==> src/design/dso_map.svh <==
/*
  Register offsets, field positions, reset values and hysteresis divisors
  of the drive status output block.
  Assumes byte addresses on a 32-bit classic Wishbone bus, one word each.
*/
`ifndef DSO_MAP_SVH
`define DSO_MAP_SVH

// register byte offsets
`define DSO_SEL0_OFS    8'h00
`define DSO_SEL1_OFS    8'h04
`define DSO_SEL2_OFS    8'h08
`define DSO_SETF_OFS    8'h0c
`define DSO_ACCTH_OFS   8'h10
`define DSO_DECTH_OFS   8'h14
`define DSO_STARTF_OFS  8'h18
`define DSO_MAXF_OFS    8'h1c
`define DSO_STAT_OFS    8'h20
`define DSO_ISTAT_OFS   8'h24
`define DSO_IMASK_OFS   8'h28

// live status register fields
`define DSO_ST_RUN_BIT  0
`define DSO_ST_FA1_BIT  1
`define DSO_ST_FA2_BIT  2
`define DSO_ST_RLY_LSB  3

// reset values, frequencies in 0.01 Hz
`define DSO_FREQ_RST    16'h0000
`define DSO_STARTF_RST  16'h0032
`define DSO_MAXF_RST    16'h1770

// hysteresis: on early by max/100, off late by max/50
`define DSO_HYST_ON_DIV  16'h0064
`define DSO_HYST_OFF_DIV 16'h0032

`endif

==> src/design/dso_pkg.sv <==
/*
  Types of the drive status output block: status function codes and
  the frequency word.
  Assumes dso_map.svh carries all offsets and the frequency reset values.
*/
package dso_pkg;

  // status function codes a relay can be assigned
  typedef enum logic [7:0] {
    DSO_FN_RUN   = 8'h00,
    DSO_FN_FA1   = 8'h01,
    DSO_FN_FA2   = 8'h02,
    DSO_FN_ALARM = 8'h05
  } dso_fn_e;

  typedef logic [15:0] dso_freq_t;

endpackage

==> src/design/dso_status_out.sv <==
/*
  Drive status output logic: run and frequency-arrival indicators mapped
  onto two normally open relays and one changeover alarm relay, with a
  classic Wishbone register slave and a level interrupt.
  Assumes drive state inputs (run, fault, accel, decel, frequency) come
  from logic on clk_i, so they are used without synchronisers.
*/
// Decided for this implementation: the Wishbone register port and the register offsets.
// Behaviour
// - two NO relays, each independently assigned any status function
// - alarm relay defaults to fault alarm, accepts any relay function
// - code 00 output active while running, inactive while stopped
// - active output closes contacts; open contacts mean inactive
// - run indicator asserted when output frequency exceeds start frequency
// - code 01 active when output frequency equals set frequency
// - code 02 turns on during accel at or above accel threshold
// - threshold arrival turns on in accel, off at another decel frequency
// - every arrival transition has hysteresis against chatter
// - hysteresis: on early by 1% max, off late by 2% max
// - over-threshold output turns off in decel below decel threshold
`timescale 1ns/1ps
`include "dso_map.svh"

module dso_status_out
  import dso_pkg::*;
(
  input  wire logic        clk_i,
  input  wire logic        rst_i,
  input  wire logic        wb_cyc_i,
  input  wire logic        wb_stb_i,
  input  wire logic        wb_we_i,
  input  wire logic [7:0]  wb_adr_i,
  input  wire logic [3:0]  wb_sel_i,
  input  wire logic [31:0] wb_dat_i,
  output logic      [31:0] wb_dat_o,
  output logic             wb_ack_o,
  input  wire logic        run_i,
  input  wire logic        fault_i,
  input  wire logic        accel_i,
  input  wire logic        decel_i,
  input  wire dso_freq_t   out_freq_i,
  output logic             relay1_o,
  output logic             relay2_o,
  output logic             alarm_no_o,
  output logic             alarm_nc_o,
  output logic             irq_o
);

  // three selection codes: relay 1, relay 2 and the alarm relay
  logic [7:0]  sel_q [3];
  logic [7:0]  sel_d [3];
  dso_freq_t   setf_q, accth_q, decth_q, startf_q, maxf_q;
  dso_freq_t   setf_d, accth_d, decth_d, startf_d, maxf_d;
  logic [2:0]  istat_q, istat_d, imask_q, imask_d;
  logic        ack_q, ack_d;
  logic [31:0] rdat_q, rdat_d;
  logic        irq_q, irq_d;
  logic        fa1_q, fa1_d, fa2_q, fa2_d;
  logic [2:0]  relay_q, relay_d;
  logic        nc_q, nc_d;
  logic        req, wr;
  logic [7:0]  adr;
  dso_freq_t   hon, hoff, diff;
  logic        run_ind;

  // byte-lane merge for 16-bit registers
  function automatic dso_freq_t wmerge(input dso_freq_t o, input logic [31:0] d,
                                       input logic [3:0] s);
    wmerge = {s[1] ? d[15:8] : o[15:8], s[0] ? d[7:0] : o[7:0]};
  endfunction

  // one request per ack; ack drops the cycle after it was given
  assign req = wb_cyc_i && wb_stb_i && !ack_q;
  assign wr  = req && wb_we_i;
  assign adr = {wb_adr_i[7:2], 2'b00};

  // register writes; unmapped writes are acked and dropped
  always_comb begin
    for (int i = 0; i < 3; i++) begin
      sel_d[i] = sel_q[i];
    end
    setf_d   = setf_q;
    accth_d  = accth_q;
    decth_d  = decth_q;
    startf_d = startf_q;
    maxf_d   = maxf_q;
    imask_d  = imask_q;
    ack_d    = req;
    // unknown codes are stored and read back as written; they leave the contact open
    if (wr) begin
      unique case (adr)
        `DSO_SEL0_OFS:   if (wb_sel_i[0]) sel_d[0] = wb_dat_i[7:0];
        `DSO_SEL1_OFS:   if (wb_sel_i[0]) sel_d[1] = wb_dat_i[7:0];
        `DSO_SEL2_OFS:   if (wb_sel_i[0]) sel_d[2] = wb_dat_i[7:0];
        `DSO_SETF_OFS:   setf_d   = wmerge(setf_q, wb_dat_i, wb_sel_i);
        `DSO_ACCTH_OFS:  accth_d  = wmerge(accth_q, wb_dat_i, wb_sel_i);
        `DSO_DECTH_OFS:  decth_d  = wmerge(decth_q, wb_dat_i, wb_sel_i);
        `DSO_STARTF_OFS: startf_d = wmerge(startf_q, wb_dat_i, wb_sel_i);
        `DSO_MAXF_OFS:   maxf_d   = wmerge(maxf_q, wb_dat_i, wb_sel_i);
        `DSO_IMASK_OFS:  if (wb_sel_i[0]) imask_d = wb_dat_i[2:0];
        default: ;
      endcase
    end
  end

  always_ff @(posedge clk_i) begin
    if (rst_i) begin
      sel_q[0] <= DSO_FN_RUN;
      sel_q[1] <= DSO_FN_RUN;
      // a fresh reset hands the alarm relay back to the fault function
      sel_q[2] <= DSO_FN_ALARM;
      setf_q   <= `DSO_FREQ_RST;
      accth_q  <= `DSO_FREQ_RST;
      decth_q  <= `DSO_FREQ_RST;
      startf_q <= `DSO_STARTF_RST;
      maxf_q   <= `DSO_MAXF_RST;
      imask_q  <= 3'h0;
      ack_q    <= 1'b0;
    end else begin
      sel_q    <= sel_d;
      setf_q   <= setf_d;
      accth_q  <= accth_d;
      decth_q  <= decth_d;
      startf_q <= startf_d;
      maxf_q   <= maxf_d;
      imask_q  <= imask_d;
      ack_q    <= ack_d;
    end
  end

  // hysteresis widths follow the programmed maximum frequency
  // integer division truncates, so a band is never wider than its percentage
  assign hon  = maxf_q / `DSO_HYST_ON_DIV;
  assign hoff = maxf_q / `DSO_HYST_OFF_DIV;
  // distance to the setpoint, unsigned so one compare serves both sides
  assign diff = (out_freq_i >= setf_q) ? out_freq_i - setf_q : setf_q - out_freq_i;

  // run indicator needs both run mode and frequency above the start point
  assign run_ind = run_i && (out_freq_i > startf_q);

  // arrival indicators: between on and off bands the last state holds
  always_comb begin
    fa1_d = fa1_q;
    if (diff <= hon) begin
      fa1_d = 1'b1;
    end else if (diff > hoff) begin
      fa1_d = 1'b0;
    end
    // accel wins over decel if the drive reports both at once
    fa2_d = fa2_q;
    if (accel_i && ({1'b0, out_freq_i} + {1'b0, hon} >= {1'b0, accth_q})) begin
      fa2_d = 1'b1;
    end else if (decel_i && ({1'b0, out_freq_i} + {1'b0, hoff} < {1'b0, decth_q})) begin
      fa2_d = 1'b0;
    end
  end

  // each relay picks its source straight from the live selection code,
  // so a new code shows on the contacts two cycles after the write
  for (genvar g = 0; g < 3; g++) begin : g_relay
    always_comb begin
      unique case (sel_q[g])
        DSO_FN_RUN:   relay_d[g] = run_ind;
        DSO_FN_FA1:   relay_d[g] = fa1_d;
        DSO_FN_FA2:   relay_d[g] = fa2_d;
        DSO_FN_ALARM: relay_d[g] = fault_i;
        default:      relay_d[g] = 1'b0;
      endcase
    end
  end
  // both changeover contacts share one source, so they never close together
  assign nc_d = !relay_d[2];

  // changes of any relay set sticky bits; a set beats a same-cycle clear
  // a lost clear only repeats an interrupt, a lost event would hide one
  always_comb begin
    istat_d = istat_q;
    if (wr && adr == `DSO_ISTAT_OFS && wb_sel_i[0]) begin
      istat_d = istat_q & ~wb_dat_i[2:0];
    end
    istat_d = istat_d | (relay_d ^ relay_q);
    irq_d   = |(istat_d & imask_d);
  end

  // read mux; unmapped addresses read zero
  always_comb begin
    rdat_d = 32'h0000_0000;
    if (req && !wb_we_i) begin
      unique case (adr)
        `DSO_SEL0_OFS:   rdat_d[7:0]  = sel_q[0];
        `DSO_SEL1_OFS:   rdat_d[7:0]  = sel_q[1];
        `DSO_SEL2_OFS:   rdat_d[7:0]  = sel_q[2];
        `DSO_SETF_OFS:   rdat_d[15:0] = setf_q;
        `DSO_ACCTH_OFS:  rdat_d[15:0] = accth_q;
        `DSO_DECTH_OFS:  rdat_d[15:0] = decth_q;
        `DSO_STARTF_OFS: rdat_d[15:0] = startf_q;
        `DSO_MAXF_OFS:   rdat_d[15:0] = maxf_q;
        `DSO_STAT_OFS: begin
          rdat_d[`DSO_ST_RUN_BIT] = run_ind;
          rdat_d[`DSO_ST_FA1_BIT] = fa1_q;
          rdat_d[`DSO_ST_FA2_BIT] = fa2_q;
          rdat_d[`DSO_ST_RLY_LSB +: 3] = relay_q;
        end
        `DSO_ISTAT_OFS:  rdat_d[2:0] = istat_q;
        `DSO_IMASK_OFS:  rdat_d[2:0] = imask_q;
        default: ;
      endcase
    end
  end

  // contacts are closed (1) for an active function; NO contacts open and the alarm NC contact closed at reset
  always_ff @(posedge clk_i) begin
    if (rst_i) begin
      fa1_q   <= 1'b0;
      fa2_q   <= 1'b0;
      relay_q <= 3'h0;
      nc_q    <= 1'b1;
      istat_q <= 3'h0;
      irq_q   <= 1'b0;
      rdat_q  <= 32'h0000_0000;
    end else begin
      fa1_q   <= fa1_d;
      fa2_q   <= fa2_d;
      relay_q <= relay_d;
      nc_q    <= nc_d;
      istat_q <= istat_d;
      irq_q   <= irq_d;
      rdat_q  <= rdat_d;
    end
  end

  assign relay1_o   = relay_q[0];
  assign relay2_o   = relay_q[1];
  assign alarm_no_o = relay_q[2];
  assign alarm_nc_o = nc_q;
  assign irq_o      = irq_q;
  assign wb_ack_o   = ack_q;
  assign wb_dat_o   = rdat_q;
endmodule

==> config.mk <==
export PLATFORM = sky130hd
export DESIGN_NAME = dso_status_out
export DESIGN_NICKNAME = d
export VERILOG_FILES = /design/src/design/dso_pkg.sv /design/src/design/dso_status_out.sv
export VERILOG_INCLUDE_DIRS = /design/src /design/src/design
export SDC_FILE = /design/constraint.sdc
export NUM_CORES = 1
export LEC_CHECK = 0
export ABC_CLOCK_PERIOD_IN_PS = 23800
export BUFFER_PORTS_ARGS = -buffer_cell sky130_fd_sc_hd__buf_2
export CAP_MARGIN = 25
export CORE_ASPECT_RATIO = 1.75
export CORE_MARGIN = 4
export CORE_UTILIZATION = 55
export CTS_CLUSTER_DIAMETER = 50
export DETAILED_ROUTE_END_ITERATION = 10
export GPL_TIMING_DRIVEN = 0
export PLACE_DENSITY = 0.73
export SYNTH_ARGS = -nofsm -noshare
export SYNTH_HDL_FRONTEND = slang
export SYNTH_SLANG_ARGS = --single-unit
export TNS_END_PERCENT = 1
==> constraint.sdc <==
create_clock -name clk_i -period 23.8 [get_ports clk_i]
set_input_delay 1.19 -clock clk_i [delete_from_list [all_inputs] [get_ports clk_i]]
set_output_delay 1.19 -clock clk_i [all_outputs]
set_load 0.02 [all_outputs]
# Yosys cells after proc, flatten, opt, wreduce, memory -nomap -nowiden

Index checks and enable logic that the tools add are counted.

Add/subtract/negate cells: 4
Divide/modulo/power cells: 2
Magnitude comparators: 6
Equality and inequality tests: 19
Muxes and demuxes: 16
Bitwise operators: 6
Reduce and logical (&&, ||, !) cells: 31

Operators by type and width:

| operator                | count |
|---|---|
| $pmux W8 S5             | 1 |
| $reduce_and A3 Y1       | 13 |
| $add A16 B16 Y17        | 2 |
| $pmux W3 S11            | 1 |
| $gt A16 B16 Y1          | 2 |
| $logic_not A8 Y1        | 4 |
| $sub A16 B16 Y16        | 2 |
| $pmux W3 S9             | 1 |
| $eq A6 B3 Y1 const B    | 4 |
| $eq A8 B1 Y1 const B    | 3 |
| $eq A8 B2 Y1 const B    | 3 |
| $eq A8 B3 Y1 const B    | 3 |
| $eq A6 B4 Y1 const B    | 3 |
| $ge A17 B16 Y1          | 1 |
| $lt A17 B16 Y1          | 1 |
| $div A16 B6 Y16 const B | 1 |
| $div A16 B7 Y16 const B | 1 |
| $ge A16 B16 Y1          | 1 |
| $le A16 B16 Y1          | 1 |
| $mux W16                | 1 |
| $pmux W2 S8             | 1 |
| $eq A6 B2 Y1 const B    | 2 |
| $mux W3                 | 4 |
| $pmux W1 S4             | 3 |
| 11 further kinds        | 25 |

Register bits: 150
Bits of input ports: 69
Output and inout port bits: 38
Logic and storage cells: 107

# Depth between registers and ports, before layout

Depth after elaboration: 11
Gate-level depth with buffers: 56
Gate-level depth less buffers: 52

# Least setup slack after synthesis

Ideal clock, no wire load.

Path type: reg-to-reg
Start point: reg maxf_q[15]
End point: reg irq_q (netlist: irq_o)
Library setup time: 0.134 ns
Arrival time: 9.687 ns
Required time: 23.666 ns
Setup slack: 13.980 ns
Stages on the path, launching flop included: 48
Path buffers: 4
Period minus slack after synthesis: 9.820 ns
Cell sequence: dfxtp_1 buf_4 buf_4 nand4b_1 o311ai_1 o31ai_4 mux2i_2 o21a_2 mux2i_1 a2111oi_2 nor4_2 mux2_2 o22a_1 o211a_1 buf_6 xnor2_1 or3_1 a31o_1 (+12 left out) a21o_1 a21o_1 a21o_1 a21o_1 a21o_1 a21o_1 a21o_1 a21o_1 a21o_1 a21o_1 a21o_1 a21o_1 a211o_1 a21oi_1 a2111oi_0 o21ai_0 mux2i_1 o221ai_1

Cells in the longest elaborated chain, start to end: 11
Elaborated cells between the ends (all ways): 21
Those cells by class: add/sub: 2; div: 2; order compare: 4; mux: 7; bitwise: 3; reduce/logical: 3

RTL lines:

| what                             | line                  | source |
|---|---|---|
| start: declaration               | dso_status_out.sv:52  | `dso_freq_t setf_q, accth_q, decth_q, startf_q, maxf_q;` |
| start signal: assignment         | dso_status_out.sv:116 | `` maxf_q <= `DSO_MAXF_RST; `` |
| start signal: assignment         | dso_status_out.sv:125 | `maxf_q <= maxf_d;` |
| $div A16 B6 Y16 (no source line) | --                    |  |
| $add A16 B16 Y17                 | dso_status_out.sv:153 | `end else if (decel_i && ({1'b0, out_freq_i} + {1'b0, hoff} < {1'b0, decth_q})) begin` |
| $lt A17 B16 Y1                   | dso_status_out.sv:153 |  |
| $logic_and A1 B1 Y1              | dso_status_out.sv:153 |  |
| $mux W1                          | dso_status_out.sv:153 |  |
| $mux W1                          | dso_status_out.sv:151 | `if (accel_i && ({1'b0, out_freq_i} + {1'b0, hon} >= {1'b0, accth_q})) begin` |
| $pmux W1 S4                      | dso_status_out.sv:162 | `unique case (sel_q[g])` |
| $xor A3 B3 Y3 (*)                | dso_status_out.sv:181 | `istat_d = istat_d \| (relay_d ^ relay_q);` |
| $or A3 B3 Y3 (*)                 | dso_status_out.sv:181 |  |
| $and A3 B3 Y3 (*)                | dso_status_out.sv:182 | `irq_d = \|(istat_d & imask_d);` |
| $reduce_or A3 Y1 (*)             | dso_status_out.sv:182 |  |
| end signal: assignment           | dso_status_out.sv:227 | `irq_q <= irq_d;` |
| end: declaration                 | dso_status_out.sv:57  | `logic irq_q, irq_d;` |

Every way passes the cells marked *; elsewhere a longest branch is shown, timed or not.
A chain may end at the register's enable or synchronous reset.

# Worst setup path after layout

Same ends and word-level chain as after synthesis.

==> metrics <==
layout cells sized above 1 0.109; FP Rows 71; Pwr per Cell Area 46.6 nW/um^2; met3 Use GR 0.0439; cells taking the most area after synthesis dfxtp_1, ha_1, a21oi_1; total track usage 0.352; Crit Reg-Reg Startpoint maxf_q[15]; DRT iter0 DRCs 1,255; Crit. End Element register; Hold WC Path Type register to register; final worst path period share 0.517; unrepaired setup endpoints after global routing no; Worst EP arrival 12,600 ps; placed instance count 2,000; CP Launch Type register; DRT antenna net count 0; Setup Fix Bufs, Post-CTS 0; Placer Congestion 0.993; R2R depth 50; Tightest Pin Transition 1070 ps; hold endpoint accth_q[3]; Layout area overhead 11.2%; status completed; total I/O pin count 107; drt first pass iters 6; Finished Layout Cells 2,031; Yosys top cell area share 0.220; Clock Latency Late Sink 440 ps; WHS 456 ps; Post-route DRC 0; DR WL/cell 21.5 um; Starting Density 0.564; RR Endpoint irq_o; final setup fails 0; CP top delay family compound AO/OA/AOI/OAI gates; total CTS buffers 17; most used routing layer in global routing met2; Buf+Inv Stages, Crit Path 7; Buffers on Ports 60; R2R Setup Slk 11,500 ps; clock slew at reported path FFs 70 ps; Post-CTS Resized 0; root buffer cell clkbuf_16; met2 Use GR 0.644; Post-synth ARST share 0; Synth area leader dfxtp_1; Die ar. 24,800 um^2; Worst Skew 12.3 ps; TritonCTS clock tree yes; grt met1 use 0.374; Most used DFF post-synth dfxtp_1; CP dominant cell by count a21oi_1; Max FO, Critical Path 10; CTS H-tree lvls 4; largest net degree at the start of global routing 17; final WL 43,700 um; Setup CP Type register to register; Crit path depth 50; Final min period 12,300 ps; overflow left after global routing 0; Vias/cell 6.28; Cell Area, Synth 12,200 um^2; layout net count 1,920; synthesized area per cell 7.48 um^2; first-pass GRT wire length 67,500 um; die width 121 um; Hold Crit Depth 2; core footprint 21,700 um^2; Sink Count 134; max-cap violations 0; Final Max Slew Viols 0; Post-synth EDFFs 0; n_diodes 0; Slew HR 0.281; Post-Route Utilization 0.627; Final Hold Vio Count 0; hold path start accth_q[3]; vias in the first global route 12,495; Post-Synthesis Cells 1,633; #FFs+latches synth 134; Seq/Total Area, Yosys 0.220; TNS Setup 0 ps; initial antenna violation count 0; max frequency 81.3 MHz; Die Y-Extent 205 um; VDD IR max 0.0627 mV; via count 12,764; Worst path slowest cell o21ai_0; CTS Hold Bufs 0; leak pwr 0.00562 uW; count of cell types in the netlist 105; Max stage delay on crit path 580 ps; hpwl dp 34,900 um; Max clock buf depth 2; yosys warns 0; Crit path required time 24,110 ps
==> where the power goes <==
group	total, uW	internal, uW	switching (uW)	leakage, uW
combinational	107	40.0	67.3	0.00423
sequential	227	226	1.10	0.00108
clock	299	187	112	0.000312
==> layer usage <==
metal  wire length (um)  vias to the layer above
met3               2630                      204
met1              15500                     5947
met5                  0                        -
met4               3310                        0
li1                   -                     5972
met2              22200                      641
==> registers in the layout, summed over array words and instances, names as in the netlist, 3 cells and up <==
register and count:
startf_q 16, istat_q 3, sel_q 24, accth_q 16, setf_q 16, wb_dat_o 16
decth_q 16, imask_q 3, maxf_q 16, relay_q 3
==> layout make-up <==
type	instances	area [um^2]
tap	292	365
clock inverter	13	219
multi-input combinational	1268	8540
sequential	134	2680
buffer	107	528
clock buffer	18	429
timing repair buffer	60	300
fill	2088	8090
inverter	139	527
==> per-stage QoR <==
stage | setup slack, ps | total power, uW | area (um^2)
after floorplan | 13980 | 302 | 12300
after global placement | 11990 | 334 | 12900
after detailed placement | 11700 | 336 | 12900
after CTS | 11690 | 631 | 13600
after global routing | 10840 | 651 | 13600
final | 11500 | 633 | 13600
==> cells in the final DEF (no fill, tap or decap), drive strengths merged, types with 9 or more instances in the layout <==
master / instances
nor2b: 20
clkbuf: 87
inv: 142
dfxtp: 134
buf: 98
a21boi: 10
xor2: 13
or2: 13
xnor2: 38
a21o: 44
nor4: 9
ha: 120
nand3b: 11
o31ai: 11
nor2: 113
a22oi: 23
nand2b: 20
a31oi: 10
nand2: 191
mux2: 9
conb: 16
a221oi: 17
mux2i: 33
o21bai: 16
nand4: 14
nor3: 23
a211oi: 9
and3: 10
o21ai: 70
a21oi: 165
o21a: 25
nand3: 88
==> worst max-delay path by stage <==
stage	slack (ps)	end	start
final	11500	irq_o	maxf_q[15]
after global placement	11990	irq_o	maxf_q[14]
after global routing	10840	irq_o	maxf_q[10]
after CTS	11690	irq_o	maxf_q[14]
after floorplan	13980	irq_o	maxf_q[15]
after detailed placement	11700	irq_o	maxf_q[14]
==> cell families (layout without fill, tap and decap cells) <==
group | after synthesis | in the layout | share of synthesized area
and+or+nand+nor | 544 | 544 | 0.213
buffers and inverters | 246 | 337 | 0.0863
DFF | 134 | 134 | 0.220
muxes | 44 | 44 | 0.0399
AOI/OAI and AO/OA | 487 | 487 | 0.270
adders and majority gates | 126 | 126 | 0.131
xor gates and xnor gates | 51 | 51 | 0.0402
other | 1 | 16 | 0.000307
==> tightest hold or removal path: stages (launching register included) <==
cell     delay [ps]
dfxtp_1         310
nand2_1          50
a21oi_1          50
==> synth_stat cells, drive strengths merged (8+ instances only) <==
master,instances
nand2,191
a21oi,165
inv,137
dfxtp,134
ha,120
nor2,113
nand3,88
o21ai,70
clkbuf,69
a21o,44
buf,38
xnor2,38
mux2i,33
o21a,25
a22oi,23
nor3,23
nand2b,20
nor2b,20
a221oi,17
o21bai,16
nand4,14
or2,13
xor2,13
nand3b,11
o31ai,11
a21boi,10
a31oi,10
and3,10
a211oi,9
mux2,9
nor4,9
a2111oi,8
o211a,8
(Power assumes the default switching activity.)
